$ cat src/design/mtc_defs.svh
// Register offsets, field positions, reset values and counts of the timer core.
// Included by the package and by the core; definitions only.
`ifndef MTC_DEFS_SVH
`define MTC_DEFS_SVH
`define MTC_OFF_CTRL 8'h00
`define MTC_OFF_MODE 8'h04
`define MTC_OFF_PRESC 8'h08
`define MTC_OFF_ICR 8'h0c
`define MTC_OFF_FLAGS 8'h10
`define MTC_OFF_CNT 8'h14
`define MTC_OFF_CL0 8'h18
`define MTC_OFF_CL1 8'h1c
`define MTC_OFF_CMP0 8'h20
`define MTC_OFF_CMP1 8'h24
`define MTC_OFF_OUTC 8'h28
`define MTC_OFF_ISTAT 8'h2c
`define MTC_OFF_ICLR 8'h30
`define MTC_OFF_IEN 8'h34
`define MTC_OFF_DMAEN 8'h38
`define MTC_CTRL_EN 0
`define MTC_CTRL_UP 1
`define MTC_CTRL_RUNNING 2
`define MTC_MODE_W 7
`define MTC_ICR_W 6
`define MTC_OUTC_W 12
`define MTC_NSRC 5
`define MTC_ST_EOC 0
`define MTC_ST_CAP0 1
`define MTC_ST_CAP1 2
`define MTC_ST_CMP0 3
`define MTC_ST_CMP1 4
`define MTC_VEC_NONE 2'h0
`define MTC_VEC_EOC 2'h1
`define MTC_VEC_CAP 2'h2
`define MTC_VEC_CMP 2'h3
`define MTC_CNT_MAX 16'hffff
`define MTC_CNT_MIN 16'h0000
`define MTC_CNT_ONE 16'h0001
`define MTC_DIV3_LAST 2'h2
`define MTC_DIV3_ZERO 2'h0
`define MTC_RST_W16 16'h0000
`define MTC_RST_PRESC 8'h00
`endif

$ cat src/design/mtc_pkg.sv
// Types of the timer core: output actions, run state, register layouts.
// Assumes mtc_defs.svh on the include path.
`include "mtc_defs.svh"
package mtc_pkg;
   typedef enum logic [1:0] {
      mtc_nop = 2'b00,
      mtc_set = 2'b01,
      mtc_clr = 2'b10,
      mtc_tgl = 2'b11
   } mtc_act_e;
   typedef enum logic {
      mtc_stop = 1'b0,
      mtc_run = 1'b1
   } mtc_run_e;
   typedef struct packed {
      logic b_to_zero;
      logic reg1_capture;
      logic reg0_capture;
      logic retrig;
      logic continuous_select_bit;
      logic bivalue;
      logic ext_clk;
   } mtc_mode_s;
   typedef struct packed {
      logic b_en;
      logic a_en;
      logic [1:0] input_b_edge_select;
      logic [1:0] input_a_edge_select;
   } mtc_icr_s;
   typedef struct packed {
      mtc_act_e ovf;
      mtc_act_e cmp1;
      mtc_act_e cmp0;
   } mtc_outc_s;
endpackage

$ cat src/design/mtc_timer.sv
// Multifunction 16-bit timer core with Avalon-MM register slave.
// Assumes a synchronous Avalon master on clk_sys; pins are asynchronous.
// Notes on behaviour
// RULE1: 16-bit up/down counter stepped through an 8-bit prescaler.
// RULE2: Prescaler fed by internal clock divided by three or external clock.
// RULE3: Two compare registers and two capture/load/reload registers.
// RULE4: Each input detects rising, falling or both edges as configured.
// RULE5: Each output driven by compare zero, compare one or end of count.
// RULE6: Each source applies nop, set, reset or toggle per output.
// RULE7: On-chip event pulses on end of count and compare zero.
// RULE8: Five masked sources form three prioritised requests with vectors.
// RULE9: DMA requests for capture zero and compare zero preempt interrupts.
// RULE10: Triggers come from soft flags or configured edges, capture or load.
// RULE11: Input A or soft trigger zero acts on register zero, unless bi-capture.
// RULE12: Input B or soft trigger one acts on register one.
// RULE13: With load zero and monitor one, input B may trigger register zero.
// RULE14: One-shot stops the counter at end of count without reload.
// RULE15: Stopped one-shot restarts on A, B or soft trigger zero only.
// RULE16: Continuous select bit set means one-shot, clear means continuous.
// RULE17: Continuous end of count reloads from register zero or bi-load one; wraps when register zero captures.
// RULE18: One-shot ignores triggers while running, or reloads when retriggerable.
// RULE19: Edges and soft flags are synchronised and acted on once.
`timescale 1ns/1ps
`include "mtc_defs.svh"
module mtc_timer
   import mtc_pkg::*;
(
   input wire logic clk_sys, // System clock
   input wire logic resetn, // Async reset
   input wire logic [7:0] avs_address, // Byte address
   input wire logic avs_read, // Read request
   input wire logic avs_write, // Write request
   input wire logic [31:0] avs_writedata, // Write data
   input wire logic [3:0] avs_byteenable, // Byte lanes
   output logic [31:0] avs_readdata, // Read data
   output logic avs_waitrequest, // Stall
   input wire logic input_a_pin, // External input A
   input wire logic input_b_pin, // External input B
   input wire logic ext_clk_pin, // External count clock
   output logic [1:0] out_pin, // Timer outputs
   output logic on_chip_event, // Event pulse
   output logic irq, // Any enabled status
   output logic [2:0] irq_req, // Compare, capture, end of count
   output logic [1:0] irq_vector, // Highest pending request
   output logic [1:0] dma_req, // Compare zero, capture zero
   input wire logic [1:0] dma_ack // DMA acknowledge
);
   logic req;
   logic wr_en;
   logic [31:0] bmask;
   logic [31:0] rdata;
   logic ctrl_en_q;
   logic ctrl_up_q;
   mtc_mode_s mode_q;
   mtc_icr_s icr_q;
   mtc_outc_s [1:0] outc_q;
   logic [7:0] presc_q;
   logic [7:0] pcnt_q;
   logic [1:0] div3_q;
   logic [15:0] cnt_q;
   logic [15:0] cnt_d;
   logic [15:0] cl_q [2];
   logic [15:0] cmp_q [2];
   logic [4:0] status_q;
   logic [4:0] ien_q;
   logic [4:0] ev;
   logic [4:0] pend;
   logic [1:0] dmaen_q;
   logic [1:0] st_q;
   logic bl_sel_q;
   logic bc_sel_q;
   mtc_run_e run_st_q;
   logic [2:0] pins;
   logic [2:0] sync1_q;
   logic [2:0] sync2_q;
   logic [2:0] prev_q;
   logic [1:0] edge_hit;
   logic [1:0] esel [2];
   logic [1:0] cmp_hit;
   logic src_tick;
   logic step;
   logic counting;
   logic step_cnt;
   logic one_shot;
   logic at_end;
   logic eoc;
   logic a_trig;
   logic b_trig;
   logic b_for_zero;
   logic trig0;
   logic trig1;
   logic bicap;
   logic free_run;
   logic restart;
   logic load0;
   logic load1;
   logic cap0;
   logic cap1;
   logic monitor;
   logic sw_start;
   logic sw_stop;

   function automatic logic hit(input logic [7:0] off);
      return wr_en && (avs_address == off);
   endfunction

   function automatic logic [15:0] w16(input logic [15:0] old);
      return (old & ~bmask[15:0]) | (avs_writedata[15:0] & bmask[15:0]);
   endfunction

   function automatic logic act(input logic v, input mtc_act_e a);
      case (a)
         mtc_set: return 1'b1;
         mtc_clr: return 1'b0;
         mtc_tgl: return ~v;
         default: return v;
      endcase
   endfunction

   // One wait state: the answer comes one edge after the request
   assign req = avs_read | avs_write;
   assign wr_en = avs_write & ~avs_waitrequest;
   assign bmask = {{8{avs_byteenable[3]}}, {8{avs_byteenable[2]}},
                   {8{avs_byteenable[1]}}, {8{avs_byteenable[0]}}};

   always_ff @(posedge clk_sys or negedge resetn) begin
      if (!resetn) begin
         avs_waitrequest <= 1'b1;
      end else begin
         avs_waitrequest <= ~(req & avs_waitrequest);
      end
   end

   always_ff @(posedge clk_sys or negedge resetn) begin
      if (!resetn) begin
         avs_readdata <= '0;
      end else if (avs_read && avs_waitrequest) begin
         avs_readdata <= rdata;
      end
   end

   always_comb begin
      rdata = '0;
      case (avs_address)
         `MTC_OFF_CTRL: begin
            rdata[`MTC_CTRL_EN] = ctrl_en_q;
            rdata[`MTC_CTRL_UP] = ctrl_up_q;
            rdata[`MTC_CTRL_RUNNING] = (run_st_q == mtc_run);
         end
         `MTC_OFF_MODE: rdata = 32'(mode_q);
         `MTC_OFF_PRESC: rdata = 32'(presc_q);
         `MTC_OFF_ICR: rdata = 32'(icr_q);
         `MTC_OFF_CNT: rdata = 32'(cnt_q);
         `MTC_OFF_CL0: rdata = 32'(cl_q[0]);
         `MTC_OFF_CL1: rdata = 32'(cl_q[1]);
         `MTC_OFF_CMP0: rdata = 32'(cmp_q[0]);
         `MTC_OFF_CMP1: rdata = 32'(cmp_q[1]);
         `MTC_OFF_OUTC: rdata = 32'(outc_q);
         `MTC_OFF_ISTAT: rdata = 32'(status_q);
         `MTC_OFF_IEN: rdata = 32'(ien_q);
         `MTC_OFF_DMAEN: rdata = 32'(dmaen_q);
         default: rdata = '0;
      endcase
   end

   // RULE3 RULE16 configuration registers
   always_ff @(posedge clk_sys or negedge resetn) begin
      if (!resetn) begin
         ctrl_en_q <= 1'b0;
         ctrl_up_q <= 1'b0;
         mode_q <= '0;
         icr_q <= '0;
         outc_q <= '0;
         presc_q <= `MTC_RST_PRESC;
         cmp_q[0] <= `MTC_RST_W16;
         cmp_q[1] <= `MTC_RST_W16;
         ien_q <= '0;
         dmaen_q <= '0;
      end else begin
         if (hit(`MTC_OFF_CTRL) && avs_byteenable[0]) begin
            ctrl_en_q <= avs_writedata[`MTC_CTRL_EN];
            ctrl_up_q <= avs_writedata[`MTC_CTRL_UP];
         end
         if (hit(`MTC_OFF_MODE)) mode_q <= `MTC_MODE_W'(w16(16'(mode_q)));
         if (hit(`MTC_OFF_ICR)) icr_q <= `MTC_ICR_W'(w16(16'(icr_q)));
         if (hit(`MTC_OFF_OUTC)) outc_q <= `MTC_OUTC_W'(w16(16'(outc_q)));
         if (hit(`MTC_OFF_PRESC)) presc_q <= 8'(w16(16'(presc_q)));
         if (hit(`MTC_OFF_CMP0)) cmp_q[0] <= w16(cmp_q[0]);
         if (hit(`MTC_OFF_CMP1)) cmp_q[1] <= w16(cmp_q[1]);
         if (hit(`MTC_OFF_IEN)) ien_q <= `MTC_NSRC'(w16(16'(ien_q)));
         if (hit(`MTC_OFF_DMAEN)) dmaen_q <= 2'(w16(16'(dmaen_q)));
      end
   end

   // RULE19 soft flags live one cycle so each write acts once
   always_ff @(posedge clk_sys or negedge resetn) begin
      if (!resetn) begin
         st_q <= '0;
      end else begin
         st_q <= hit(`MTC_OFF_FLAGS) ? (avs_writedata[1:0] & bmask[1:0]) : 2'b00;
      end
   end

   // RULE19 two-stage synchronisers, edge taken from the second stage
   assign pins = {ext_clk_pin, input_b_pin, input_a_pin};
   assign esel[0] = icr_q.input_a_edge_select;
   assign esel[1] = icr_q.input_b_edge_select;
   genvar gi;
   generate
      for (gi = 0; gi < 3; gi++) begin : g_sync
         always_ff @(posedge clk_sys or negedge resetn) begin
            if (!resetn) begin
               sync1_q[gi] <= 1'b0;
               sync2_q[gi] <= 1'b0;
               prev_q[gi] <= 1'b0;
            end else begin
               sync1_q[gi] <= pins[gi];
               sync2_q[gi] <= sync1_q[gi];
               prev_q[gi] <= sync2_q[gi];
            end
         end
      end
      for (gi = 0; gi < 2; gi++) begin : g_edge
         // RULE4 edge select per input
         assign edge_hit[gi] = (esel[gi][0] & sync2_q[gi] & ~prev_q[gi]) |
                               (esel[gi][1] & ~sync2_q[gi] & prev_q[gi]);
      end
   endgenerate

   // RULE2 clock source select
   assign src_tick = mode_q.ext_clk ? (sync2_q[2] & ~prev_q[2]) : (div3_q == `MTC_DIV3_LAST);
   // RULE1 prescaler divides by its value plus one
   assign step = src_tick & (pcnt_q == presc_q);

   always_ff @(posedge clk_sys or negedge resetn) begin
      if (!resetn) begin
         div3_q <= `MTC_DIV3_ZERO;
         pcnt_q <= `MTC_RST_PRESC;
      end else begin
         div3_q <= (div3_q == `MTC_DIV3_LAST) ? `MTC_DIV3_ZERO : div3_q + 1'b1;
         if (src_tick) pcnt_q <= step ? `MTC_RST_PRESC : pcnt_q + 1'b1;
      end
   end

   // RULE16 continuous select bit picks one-shot
   assign one_shot = mode_q.continuous_select_bit;
   assign counting = ctrl_en_q & (run_st_q == mtc_run);
   assign step_cnt = step & counting;
   assign at_end = ctrl_up_q ? (cnt_q == `MTC_CNT_MAX) : (cnt_q == `MTC_CNT_MIN);
   assign eoc = step_cnt & at_end;
   assign bicap = mode_q.bivalue & mode_q.reg0_capture;
   assign free_run = mode_q.reg0_capture & ~one_shot;
   assign monitor = ~mode_q.reg1_capture & ~mode_q.bivalue;

   // RULE10 trigger sources
   assign a_trig = edge_hit[0] & icr_q.a_en;
   assign b_trig = edge_hit[1] & icr_q.b_en;
   // RULE13 input B may serve register zero
   assign b_for_zero = mode_q.b_to_zero & ~mode_q.reg0_capture & monitor;
   // RULE11 register zero trigger
   assign trig0 = a_trig | st_q[0] | (b_trig & b_for_zero);
   // RULE12 register one trigger
   assign trig1 = (b_trig & ~b_for_zero) | st_q[1];

   // RULE15 soft trigger one cannot restart
   assign restart = one_shot & ctrl_en_q & (run_st_q == mtc_stop) &
                    (a_trig | st_q[0] | b_trig);
   // RULE18 retrigger only when enabled
   assign load0 = ~mode_q.reg0_capture &
                  (restart | (trig0 & counting & (~one_shot | mode_q.retrig)));
   assign load1 = trig1 & ~one_shot & counting & mode_q.bivalue &
                  ~mode_q.reg0_capture & ~mode_q.reg1_capture;
   // RULE11 bi-capture alternates register zero and one
   assign cap0 = trig0 & mode_q.reg0_capture & ~(bicap & bc_sel_q);
   assign cap1 = (trig0 & bicap & bc_sel_q) | (trig1 & mode_q.reg1_capture & ~bicap);

   assign sw_start = hit(`MTC_OFF_CTRL) & avs_byteenable[0] & avs_writedata[`MTC_CTRL_EN];
   assign sw_stop = hit(`MTC_OFF_CTRL) & avs_byteenable[0] & ~avs_writedata[`MTC_CTRL_EN];

   // RULE14 one-shot stops at end of count
   always_ff @(posedge clk_sys or negedge resetn) begin
      if (!resetn) begin
         run_st_q <= mtc_stop;
      end else begin
         case (run_st_q)
            mtc_stop: if (sw_start || restart) run_st_q <= mtc_run;
            mtc_run: if (sw_stop || (eoc && one_shot)) run_st_q <= mtc_stop;
            default: run_st_q <= mtc_stop;
         endcase
      end
   end

   always_comb begin
      cnt_d = cnt_q;
      if (load0) begin
         cnt_d = cl_q[0];
      end else if (load1) begin
         cnt_d = cl_q[1];
      end else if (eoc && one_shot) begin
         cnt_d = cnt_q;
      end else if (eoc && !free_run) begin
         // RULE17 continuous reload, alternating in bi-load
         cnt_d = (mode_q.bivalue && bl_sel_q) ? cl_q[1] : cl_q[0];
      end else if (step_cnt) begin
         // RULE1 up or down step, wrapping when free running
         cnt_d = ctrl_up_q ? cnt_q + `MTC_CNT_ONE : cnt_q - `MTC_CNT_ONE;
      end
   end

   always_ff @(posedge clk_sys or negedge resetn) begin
      if (!resetn) begin
         cnt_q <= `MTC_RST_W16;
      end else begin
         cnt_q <= cnt_d;
      end
   end

   // Low bivalue resets both alternations to register zero
   always_ff @(posedge clk_sys or negedge resetn) begin
      if (!resetn) begin
         bl_sel_q <= 1'b0;
         bc_sel_q <= 1'b0;
      end else begin
         if (!mode_q.bivalue || load0) bl_sel_q <= load0 & mode_q.bivalue;
         else if (eoc && !free_run && !one_shot) bl_sel_q <= ~bl_sel_q;
         if (!bicap) bc_sel_q <= 1'b0;
         else if (trig0) bc_sel_q <= ~bc_sel_q;
      end
   end

   // RULE3 capture wins over a software write in the same cycle
   always_ff @(posedge clk_sys or negedge resetn) begin
      if (!resetn) begin
         cl_q[0] <= `MTC_RST_W16;
         cl_q[1] <= `MTC_RST_W16;
      end else begin
         if (cap0) cl_q[0] <= cnt_q;
         else if (hit(`MTC_OFF_CL0)) cl_q[0] <= w16(cl_q[0]);
         if (cap1) cl_q[1] <= cnt_q;
         else if (monitor) cl_q[1] <= cnt_d;
         else if (hit(`MTC_OFF_CL1)) cl_q[1] <= w16(cl_q[1]);
      end
   end

   assign cmp_hit[0] = step_cnt & (cnt_d == cmp_q[0]);
   assign cmp_hit[1] = step_cnt & (cnt_d == cmp_q[1]);

   // RULE9 DMA-enabled sources bypass their status bit
   always_comb begin
      ev = '0;
      ev[`MTC_ST_EOC] = eoc;
      ev[`MTC_ST_CAP0] = cap0 & ~dmaen_q[0];
      ev[`MTC_ST_CAP1] = cap1;
      ev[`MTC_ST_CMP0] = cmp_hit[0] & ~dmaen_q[1];
      ev[`MTC_ST_CMP1] = cmp_hit[1];
   end

   // New events win over a clear in the same cycle
   always_ff @(posedge clk_sys or negedge resetn) begin
      if (!resetn) begin
         status_q <= '0;
      end else begin
         status_q <= (status_q & ~(hit(`MTC_OFF_ICLR) ? `MTC_NSRC'(w16('0)) : '0)) | ev;
      end
   end

   // RULE9 request held until acknowledged, new event wins
   always_ff @(posedge clk_sys or negedge resetn) begin
      if (!resetn) begin
         dma_req <= '0;
      end else begin
         dma_req[0] <= (dma_req[0] & ~dma_ack[0]) | (cap0 & dmaen_q[0]);
         dma_req[1] <= (dma_req[1] & ~dma_ack[1]) | (cmp_hit[0] & dmaen_q[1]);
      end
   end

   // RULE8 end of count outranks capture, capture outranks compare
   assign pend = status_q & ien_q;
   always_ff @(posedge clk_sys or negedge resetn) begin
      if (!resetn) begin
         irq <= 1'b0;
         irq_req <= '0;
         irq_vector <= `MTC_VEC_NONE;
      end else begin
         irq <= |pend;
         irq_req <= {|pend[`MTC_ST_CMP1:`MTC_ST_CMP0], |pend[`MTC_ST_CAP1:`MTC_ST_CAP0],
                     pend[`MTC_ST_EOC]};
         if (pend[`MTC_ST_EOC]) irq_vector <= `MTC_VEC_EOC;
         else if (|pend[`MTC_ST_CAP1:`MTC_ST_CAP0]) irq_vector <= `MTC_VEC_CAP;
         else if (|pend[`MTC_ST_CMP1:`MTC_ST_CMP0]) irq_vector <= `MTC_VEC_CMP;
         else irq_vector <= `MTC_VEC_NONE;
      end
   end

   // RULE7 on-chip event
   always_ff @(posedge clk_sys or negedge resetn) begin
      if (!resetn) begin
         on_chip_event <= 1'b0;
      end else begin
         on_chip_event <= eoc | cmp_hit[0];
      end
   end

   generate
      for (gi = 0; gi < 2; gi++) begin : g_out
         logic v0;
         logic v1;
         // RULE5 RULE6 sources applied in order compare zero, one, end of count
         assign v0 = cmp_hit[0] ? act(out_pin[gi], outc_q[gi].cmp0) : out_pin[gi];
         assign v1 = cmp_hit[1] ? act(v0, outc_q[gi].cmp1) : v0;
         always_ff @(posedge clk_sys or negedge resetn) begin
            if (!resetn) begin
               out_pin[gi] <= 1'b0;
            end else begin
               out_pin[gi] <= eoc ? act(v1, outc_q[gi].ovf) : v1;
            end
         end
      end
   endgenerate
endmodule

$ cat config.mk
export PLATFORM = sky130hd
export DESIGN_NAME = mtc_timer
export DESIGN_NICKNAME = d
export VERILOG_FILES = /design/src/design/mtc_pkg.sv /design/src/design/mtc_timer.sv
export VERILOG_INCLUDE_DIRS = /design/src /design/src/design
export SDC_FILE = /design/constraint.sdc
export NUM_CORES = 1
export LEC_CHECK = 0
export BUFFER_PORTS_ARGS = -buffer_cell sky130_fd_sc_hd__buf_2
export CAP_MARGIN = 5
export CORE_MARGIN = 3
export CORE_UTILIZATION = 35
export DETAILED_ROUTE_END_ITERATION = 12
export GPL_ROUTABILITY_DRIVEN = 0
export PLACE_DENSITY = 0.65
export SYNTH_ARGS = -nofsm -noshare
export SYNTH_HDL_FRONTEND = slang
export SYNTH_SLANG_ARGS = --single-unit
$ cat constraint.sdc
create_clock -name clk_sys -period 4.6 [get_ports clk_sys]
set_clock_uncertainty 0.2 [all_clocks]
set_input_delay 0.92 -clock clk_sys [delete_from_list [all_inputs] [get_ports clk_sys]]
set_output_delay 0.92 -clock clk_sys [all_outputs]
set_load 0.03 [all_outputs]
==> results of run 1 <==
==> logic make-up (layout without fill, tap and decap cells) <==
logic type	Yosys count	after routing	share of synthesized area, %
flops	179	179	39.9
xor+xnor	40	40	3.12
buf+inv	106	240	4.32
other cells	1	16	0.0334
mux	108	108	10.3
fa+ha+maj	16	16	1.85
simple gates	429	429	18.7
compound gates	358	358	21.8
==> path summary, 6_finish.rpt <==
check                              to  cells past startpoint  slack, ns  startpoint
max                        out_pin[0]                     14       0.15   ctrl_up_q
min                        sync2_q[1]                      0       0.15  sync1_q[1]
max reg2reg                out_pin[0]                     14       0.15   ctrl_up_q
min reg2reg                sync2_q[1]                      0       0.15  sync1_q[1]
max in group asynchronous    cnt_q[0]                      2       2.89      resetn
min in group asynchronous  dma_req[0]                      1       0.36      resetn
==> metrics by stage <==
step,cells,utilization (%),worst slack [ns],TNS (ns)
6_report,1782,43.0,0.154,0
5_1_grt,1782,43.0,-0.0174,-0.0174
4_1_cts,1778,42.4,0.00523,0
3_5_place_dp,1746,40.5,-0.0998,-0.129
3_3_place_gp,1746,40.5,0.00623,0
2_1_floorplan,1252,-,0.242,0
==> report_power, final <==
part | switching, W | internal [W]
clock network | 0.000699 | 0.000764
logic | 0.000200 | 0.0000969
registers | 0.0000496 | 0.00161
total | 0.000949 | 0.00247
==> worst max-delay path: stages (launching register included) <==
cell	delay (ns)
dfrtp_1	0.38
buf_4	0.18
nand4_1	0.12
or3_4	0.41
o22a_4	0.30
o21ai_2	0.34
o21ai_1	0.20
o211ai_1	0.20
o221ai_1	0.17
or4_1	0.60
nor4_2	0.32
and3_4	0.30
a211oi_1	0.09
or3_1	0.39
a21oi_1	0.16
==> per-layer routing <==
layer / wire length, µm / vias to the layer above / part of all wire [%] / global-route usage (%)
li1: - / 4876 / - / -
met1: 16700 / 5294 / 43 / 31.9
met2: 17400 / 621 / 44 / 34.5
met3: 3690 / 109 / 9.4 / 4.71
met4: 1570 / 0 / 4.0 / 9.12
met5: 0 / - / 0 / 0
==> repair_timing <==
item / 4_1_cts / 5_1_grt
resized for setup: 4 / 34
hold endpoints to repair: 0 / 0
hold buffers: 0 / 0
buffers inserted: 0 / 4
pin swaps: 1 / 6
setup endpoints to repair: 2 / 3
==> final cells by class <==
| class | count | share of cell area (%) |
|---|---|---|
| multi-input combinational | 967 | 48.7 |
| clock inverter | 14 | 1.09 |
| tap | 396 | 3.70 |
| sequential | 179 | 33.5 |
| clock buffer | 18 | 3.21 |
| timing repair buffer | 173 | 8.82 |
| inverter | 35 | 0.981 |
==> layout by cell type, fill, tap and decap left out, types with 8 or more instances in the layout <==
master and count:
a31oi_1 14, mux2i_1 47, a211oi_1 9, inv_1 34, nand3_1 34, a222oi_1 14
a22o_1 13, dfrtp_1 177, nand2_1 157, a21oi_1 50, o21ai_0 108, clkbuf_16 17
buf_4 108, conb_1 16, a21o_1 16, o211ai_1 13, nor4_1 9, nor3_1 16
nand4_1 22, and3_1 15, a22oi_1 11, nand2b_1 10, mux2_2 61, xor2_1 15
and2_1 8, buf_2 61, nor2_1 84, or3_1 9, a221oi_1 22, ha_1 13
xnor2_1 22
==> metrics.csv, run 1 <==
metric,value,unit
DIE WIDTH,185,µm
Layout area overhead,19.1,%
most frequent cell after synthesis,dfrtp_1,
vias in the first global route,10400,
number of iterations in the first detailed-routing pass,7,
CTS tree,done,
Layout Nets,1442,
maximum clock rate,225,MHz
Seq cells post-synth,179,
GRT overflow,0,
row cnt,64,
Hold Crit Class,flop to flop,
"Clk Latency, worst-skew pair",0.44,ns
Port Buffers,62,
Synth Flop Type,dfrtp_1,
Tmin final,4.45,ns
Rel. slew slack,22.3,%
post-detail-place hpwl,29900,µm
top cell type by total area after synthesis,dfrtp_1,
register area,4480,µm²
crit path max fanout,11,
hold slack,0.150,ns
CTS Buf Count,17,
core area,31100,µm²
Sink Count,179,
Total Wirelength,39400,µm
final slew viol count,0,
period utilisation layout,96.7,%
"top cells by area, synth","dfrtp_1 (40%), mux2_2 (6.1%), nand2_1 (5.2%), o21ai_0 (4.8%), mux2i_1 (4.2%)",
Final Cell Area,13400,µm²
starting density of the core,36.1,%
outcome,finished clean,
full die area,34300,µm²
Critical Path RT,4.76,ns
Worst Tran Pin Value,1.16,ns
leak pwr,6.10,nW
Vias/cell,6.12,
power per cell area,255,nW/µm²
Fill cells,3037,
Root Driver,clkbuf_16,
share of layout cells above drive strength 1,22.8,%
placed cell area,12600,µm²
CTS Buffer Depth,2,
Fin. Hold Viols,0,
async set-reset flop share out of synthesis,100,%
antenna-violating nets left,0,
CP Launch Type,flop,
synthesized instance count,1237,
post-synth top area share,39.6,%
"Arr. time, crit path",4.60,ns
overall power,0.00342,W
critical path class,flop to flop,
"Seq/Total Area, Yosys",39.9,%
global-route wire length before repair,60400,µm
GRT Overall Usage,22.8,%
routed length per instance,22.1,µm
final setup violation count,0,
count of flip-flops with a built-in enable after synthesis,0,
yosys warns,0,
total number of vias,10900,
antenna cells,0,
syn avg cell area,9.09,µm²
Multi-input gate area,6520,µm²
Chip Height,185,µm
Synth cell types,87,
crit end category,flop,
Post-synth top cells,"dfrtp_1 (178), nand2_1 (157), o21ai_0 (108)",
"CTS clk-pin slew, worst paths",0.08,ns
Max Cap Violations,0,
drt drc,0,
"IR drop worst, VDD",0.000255,V
initial antenna violation count,0,
initial DRC count,1360,
mapped cell area,11200,µm²
# IOs,97,
H-tree Lvls,4,
largest net degree at the start of global routing,109,
No activity file was read; power rests on OpenSTA's default activity.
==> inputs of run 2 (changes only) <==
--- a/config.mk
+++ b/config.mk
@@ -13,6 +13,7 @@
 export DETAILED_ROUTE_END_ITERATION = 12
 export GPL_ROUTABILITY_DRIVEN = 0
 export PLACE_DENSITY = 0.65
+export REMOVE_ABC_BUFFERS = 1
 export SYNTH_ARGS = -nofsm -noshare
 export SYNTH_HDL_FRONTEND = slang
 export SYNTH_SLANG_ARGS = --single-unit
==> metrics.csv, run 2 (synthesis gave the netlist of run 1 again) <==
metric,value,unit,change
Critical Path RT,4.77,ns,about the same
maximum clock rate,226,MHz,+0.65%
number of iterations in the first detailed-routing pass,8,,+1
crit path max fanout,11,,unchanged
Fin. Hold Viols,0,,unchanged
"Clk Latency, worst-skew pair",0.45,ns,about the same
overall power,0.00348,W,+1.8%
share of layout cells above drive strength 1,23.2,%,+0.43 points
H-tree Lvls,4,,unchanged
Total Wirelength,39400,µm,about the same
Worst Tran Pin Value,1.11,ns,-0.0470 ns
# IOs,97,,unchanged
worst r2r src,cnt_q[10],,
largest net degree at the start of global routing,104,,-4.6%
CTS Buf Count,17,,unchanged
CTS Buffer Depth,2,,unchanged
starting density of the core,36.1,%,unchanged
initial antenna violation count,0,,unchanged
worst r2r dst,out_pin[0],,
r2r worst-path depth,15,,+1
global-route wire length before repair,60500,µm,+0.19%
antenna-violating nets left,0,,unchanged
Vias/cell,6.10,,-0.31%
R2R Setup Slk,0.18,ns,+0.03 ns
Hold Crit Class,flop to flop,,
critical path class,flop to flop,,
largest stage delay on the critical path,0.53,ns,-0.07 ns
Setup crit start,cnt_q[10],,
final core utilization,43.3,%,+0.27 points
full die area,34300,µm²,unchanged
Sink Count,179,,unchanged
CTS tree,done,,
"IR drop worst, VDD",0.000264,V,+3.5%
"CTS clk-pin slew, worst paths",0.07,ns,about the same
drt drc,0,,unchanged
Tmin final,4.42,ns,-0.0287 ns
Rel. slew slack,26.0,%,+3.7 points
Fill cells,2988,,-1.6%
leak pwr,6.18,nW,+1.3%
Multi-input gate area,6480,µm²,-0.69%
initial DRC count,1435,,+5.5%
final setup violation count,0,,unchanged
DIE WIDTH,185,µm,unchanged
Root Driver,clkbuf_16,,
"most used cell, CP",buf_4,,
register area,4480,µm²,about the same
placed cell area,12700,µm²,+0.36%
Layout area overhead,19.9,%,
Chip Height,185,µm,unchanged
Layout Nets,1455,,+0.90%
worst-path cell chain,nor4_2 -> buf_4 -> nand3_1 -> o22a_4 -> o31a_1 -> nor3_1 -> buf_4 -> a221oi_4 -> xnor2_1 -> or4_1 -> nor4_1 -> and3_4 -> a211oi_1 -> or3_1 -> a21oi_1,,
power per cell area,258,nW/µm²,+1.2%
Final Cell Area,13500,µm²,+0.64%
crit path capture,out_pin[0],,
GRT overflow,0,,unchanged
crit end category,flop,,
core area,31100,µm²,unchanged
period utilisation layout,96.0,%,-0.62 points
GRT Overall Usage,22.8,%,+0.024 points
final slew viol count,0,,unchanged
outcome,finished clean,,
vias in the first global route,10400,,+0.70%
Sum Neg Setup Slack,0,ns,unchanged
Port Buffers,62,,unchanged
routed length per instance,21.9,µm,-0.68%
"slowest stage cell, crit path",or4_1,,
most frequent cells in the layout,"dfrtp_1 (175), nand2_1 (157), buf_4 (121)",,
Max Cap Violations,0,,unchanged
"commonest non-fill, non-tap cell in the layout",dfrtp_1,,
CP Launch Type,flop,,
"Arr. time, crit path",4.59,ns,about the same
post-detail-place hpwl,29800,µm,-0.30%
row cnt,64,,unchanged
total number of vias,10900,,+0.42%
antenna cells,0,,unchanged
[run 2: how the worst min path moves through the flow]
stage	startpoint	to	slack, ns	cells past startpoint
finish	sync1_q[2]	sync2_q[2]	0.15	0
global route	sync1_q[0]	sync2_q[0]	0.16	0
CTS	sync1_q[2]	sync2_q[2]	0.15	0
detailed placement	sync1_q[2]	sync2_q[2]	0.14	0
global placement	sync1_q[1]	sync2_q[1]	0.14	0
floorplan	sync1_q[0]	sync2_q[0]	0.13	0
[run 2: timing repair]
action | in CTS | in global routing
resized for setup | 2 | 33
hold buffers | 0 | 0
endpoints found under the setup margin | 2 | 4
pin swaps | 0 | 4
gates cloned | 0 | 0
setup buffers | 0 | 11
[run 2: per-stage QoR]
step | std cells | setup WS (ns) | hold WS, ns
after floorplan | 1181 | 0.0276 | 0.131
after global routing | 1795 | -0.00747 | 0.159
after global placement | 1752 | -0.0890 | 0.136
after detailed placement | 1752 | -0.0585 | 0.136
after CTS | 1784 | 0.00714 | 0.153
final | 1795 | 0.182 | 0.152
[run 2: critical path: cells and delay by family (launching register included)]
family                    cells  cell delay [ns]
DFF                           1             0.48
buffers and inverters         2             0.29
and+or+nand+nor               7             2.17
AOI/OAI and AO/OA             5             1.00
xor gates and xnor gates      1             0.20
[run 2: layer usage]
layer / global-route usage (%) / wire [µm] / up-vias
met3: 4.62 / 3890 / 96
met5: 0 / 0 / -
li1: - / - / 4889
met1: 31.7 / 16700 / 5316
met2: 35.3 / 17300 / 645
met4: 8.10 / 1430 / 0
[run 2: where the power goes]
group | switching, W | internal (W) | total, W
clock network | 0.000692 | 0.000836 | 0.00153
logic | 0.000198 | 0.0000959 | 0.000293
registers | 0.0000507 | 0.00161 | 0.00166
[run 2: cell type report]
cell class / instances / share of cell area, %
multi-input combinational: 967 / 48.1
sequential: 179 / 33.3
timing repair buffer: 186 / 9.49
tap: 396 / 3.68
clock buffer: 19 / 3.29
clock inverter: 13 / 1.21
inverter: 35 / 0.975
==> inputs of run 3 (changes only) <==
==> constraint.sdc (replaced) <==
create_clock -name clk_sys -period 3.7 [get_ports clk_sys]
set_clock_uncertainty 0.2 [all_clocks]
set_input_delay 0.74 -clock clk_sys [delete_from_list [all_inputs] [get_ports clk_sys]]
set_output_delay 0.74 -clock clk_sys [all_outputs]
set_load 0.03 [all_outputs]
==> metrics.csv, run 3 (synthesis gave the netlist of run 1 again) <==
metric,value,unit,change
Fill cells,2858,,-4.4%
Sum Neg Setup Slack,-2.04,ns,-2.04 ns
Tmin final,4.27,ns,-0.151 ns
antenna-violating nets left,0,,unchanged
row cnt,64,,unchanged
"commonest non-fill, non-tap cell in the layout",buf_4,,
worst-path cell chain,buf_6 -> nand4_1 -> or3_4 -> o22a_4 -> o31a_1 -> buf_6 -> nor3_2 -> buf_4 -> a221oi_4 -> xnor2_2 -> or4_4 -> nor4_4 -> and3_4 -> a211oi_2 -> or3_1 -> a21oi_1,,
"non-filler cells, final",1974,,+10%
crit path max fanout,8,,-3
CTS Buf Count,17,,unchanged
core area,31100,µm²,unchanged
starting density of the core,36.1,%,unchanged
drt drc,0,,unchanged
Setup WS pre-CTS,-0.804,ns,-0.746 ns
Chip Height,185,µm,unchanged
DIE WIDTH,185,µm,unchanged
hold slack,0.150,ns,-0.00147 ns
unrepaired setup endpoints after global routing,yes,,
outcome,finished with violations,,
largest net degree at the start of global routing,86,,-17%
post-detail-place hpwl,32200,µm,+8.0%
final setup violation count,6,,+6
CTS Buffer Depth,2,,unchanged
Setup crit start,ctrl_up_q,,
worst setup margin,-0.567,ns,-0.749 ns
routed length per instance,22.0,µm,+0.42%
Psw,0.00120,W,+27%
Hold Crit Class,primary input to asynchronous set/reset pin,,
Fin. Hold Viols,0,,unchanged
Root Driver,clkbuf_16,,
number of iterations in the first detailed-routing pass,6,,-2
Layout Nets,1633,,+12%
leak pwr,7.16,nW,+16%
Total Wirelength,43500,µm,+10%
violated checks,setup timing,,
Power Internal,0.00316,W,+24%
Port Buffers,62,,unchanged
placed cells,1899,,+8.4%
largest stage delay on the critical path,0.59,ns,+0.06 ns
GRT Overall Usage,25.3,%,+2.5 points
"most used cell, CP",buf_6,,
"CTS clk-pin slew, worst paths",0.08,ns,about the same
GRT overflow,0,,unchanged
final slew viol count,0,,unchanged
full die area,34300,µm²,unchanged
Sink Count,179,,unchanged
CP Launch Type,flop,,
vias in the first global route,11700,,+12%
Rel. slew slack,49.7,%,+24 points
maximum clock rate,234,MHz,+3.5%
global-route wire length before repair,67200,µm,+11%
Max Cap Violations,0,,unchanged
worst r2r src,ctrl_up_q,,
Comb power frac,10.6,%,+2.2 points
most frequent cells in the layout,"buf_4 (284), dfrtp_1 (174), nand2_1 (154)",,
"slowest stage cell, crit path",or4_4,,
"Clk Latency, worst-skew pair",0.45,ns,about the same
period utilisation layout,115,%,+19 points
share of layout cells above drive strength 1,35.9,%,+13 points
Clk pwr share,42.4,%,-1.5 points
CTS tree,done,,
H-tree Lvls,4,,unchanged
Layout area overhead,36.9,%,
total number of vias,12000,,+9.3%
crit end category,flop,,
# IOs,97,,unchanged
Worst Tran Pin Value,0.754,ns,-0.356 ns
sequential share of power,47.0,%,-0.7 points
initial DRC count,1603,,+12%
critical path class,flop to flop,,
Net Sw Frac,27.5,%,+0.51 points
Post-CTS Hold Fix Bufs,0,,unchanged
Vias/cell,6.06,,-0.62%
final core utilization,49.4,%,+6.1 points
power per cell area,283,nW/µm²,+9.6%
"Arr. time, crit path",4.44,ns,-0.15 ns
initial antenna violation count,2,,+2
"IR drop worst, VDD",0.000318,V,+20%
Critical Path RT,3.88,ns,-0.89 ns
-- run 3: cell types whose count changed in the layout (fill, tap and decap cells not counted), moves of 5 or more --
cell      delta
buf_4      +163
buf_6       +15
o21ai_0     -10
ha_1         -8
ha_4         +8
o21ai_1      +7
a211oi_1     -6
nor3_1       -5
-- run 3: worst paths after layout --
path                                               to  slack, ns  depth (start not counted)
setup / recovery                           out_pin[0]      -0.57                         16
hold / removal             asynchronous set/reset pin       0.15                          1
setup reg to reg                           out_pin[0]      -0.57                         16
hold reg to reg                            sync2_q[2]       0.15                          0
max in group asynchronous  asynchronous set/reset pin       2.33                          2
min in group clk_sys                       sync2_q[2]       0.15                          0
-- run 3: per-stage QoR --
step | cell area (µm²) | power (W)
6_report | 15400 | 0.00435
4_1_cts | 15200 | 0.00435
2_1_floorplan | 10900 | 0.00226
3_3_place_gp | 13700 | 0.00250
3_5_place_dp | 13700 | 0.00251
5_1_grt | 15400 | 0.00450
-- run 3: routing by layer --
| metal | vias to the layer above | GRT usage, % | wire, µm |
|---|---|---|---|
| li1 | 5264 | - | - |
| met1 | 5758 | 35.0 | 18000 |
| met2 | 770 | 38.2 | 18900 |
| met3 | 169 | 5.38 | 4480 |
| met4 | 2 | 11.2 | 2140 |
| met5 | - | 0 | 12 |
-- run 3: final cells by class --
class                      count  area, µm²  share of cell area [%]
clock buffer                  21        460                    2.99
clock inverter                11        116                   0.757
sequential                   179       4490                    29.2
tap                          396        495                    3.22
multi-input combinational    967       7020                    45.6
inverter                      35        139                   0.903
antenna                        1       2.50                  0.0163
timing repair buffer         364       2670                    17.3
-- run 3: critical path, delay by kind of cell (launching register included) --
kind | cells | cell delay (ns)
simple gates | 7 | 2.19
compound gates | 5 | 0.85
buf+inv | 3 | 0.41
flops | 1 | 0.36
xor+xnor | 1 | 0.17
-- run 3: what timing repair did --
item	CTS	global route
setup buffers	35	7
gates resized for setup	129	23
pin swaps	57	19
endpoints found under the setup margin	6	7
-- run 3: power groups by stage --
| stage | Combinational [W] | Clock (W) | Sequential [W] |
|---|---|---|---|
| 5_1_grt | 0.000500 | 0.00195 | 0.00205 |
| 3_3_place_gp | 0.000415 | 0 | 0.00208 |
| 4_1_cts | 0.000443 | 0.00186 | 0.00205 |
| 3_5_place_dp | 0.000422 | 0 | 0.00208 |
| 2_1_floorplan | 0.000171 | 0 | 0.00209 |
| 6_report | 0.000460 | 0.00185 | 0.00205 |
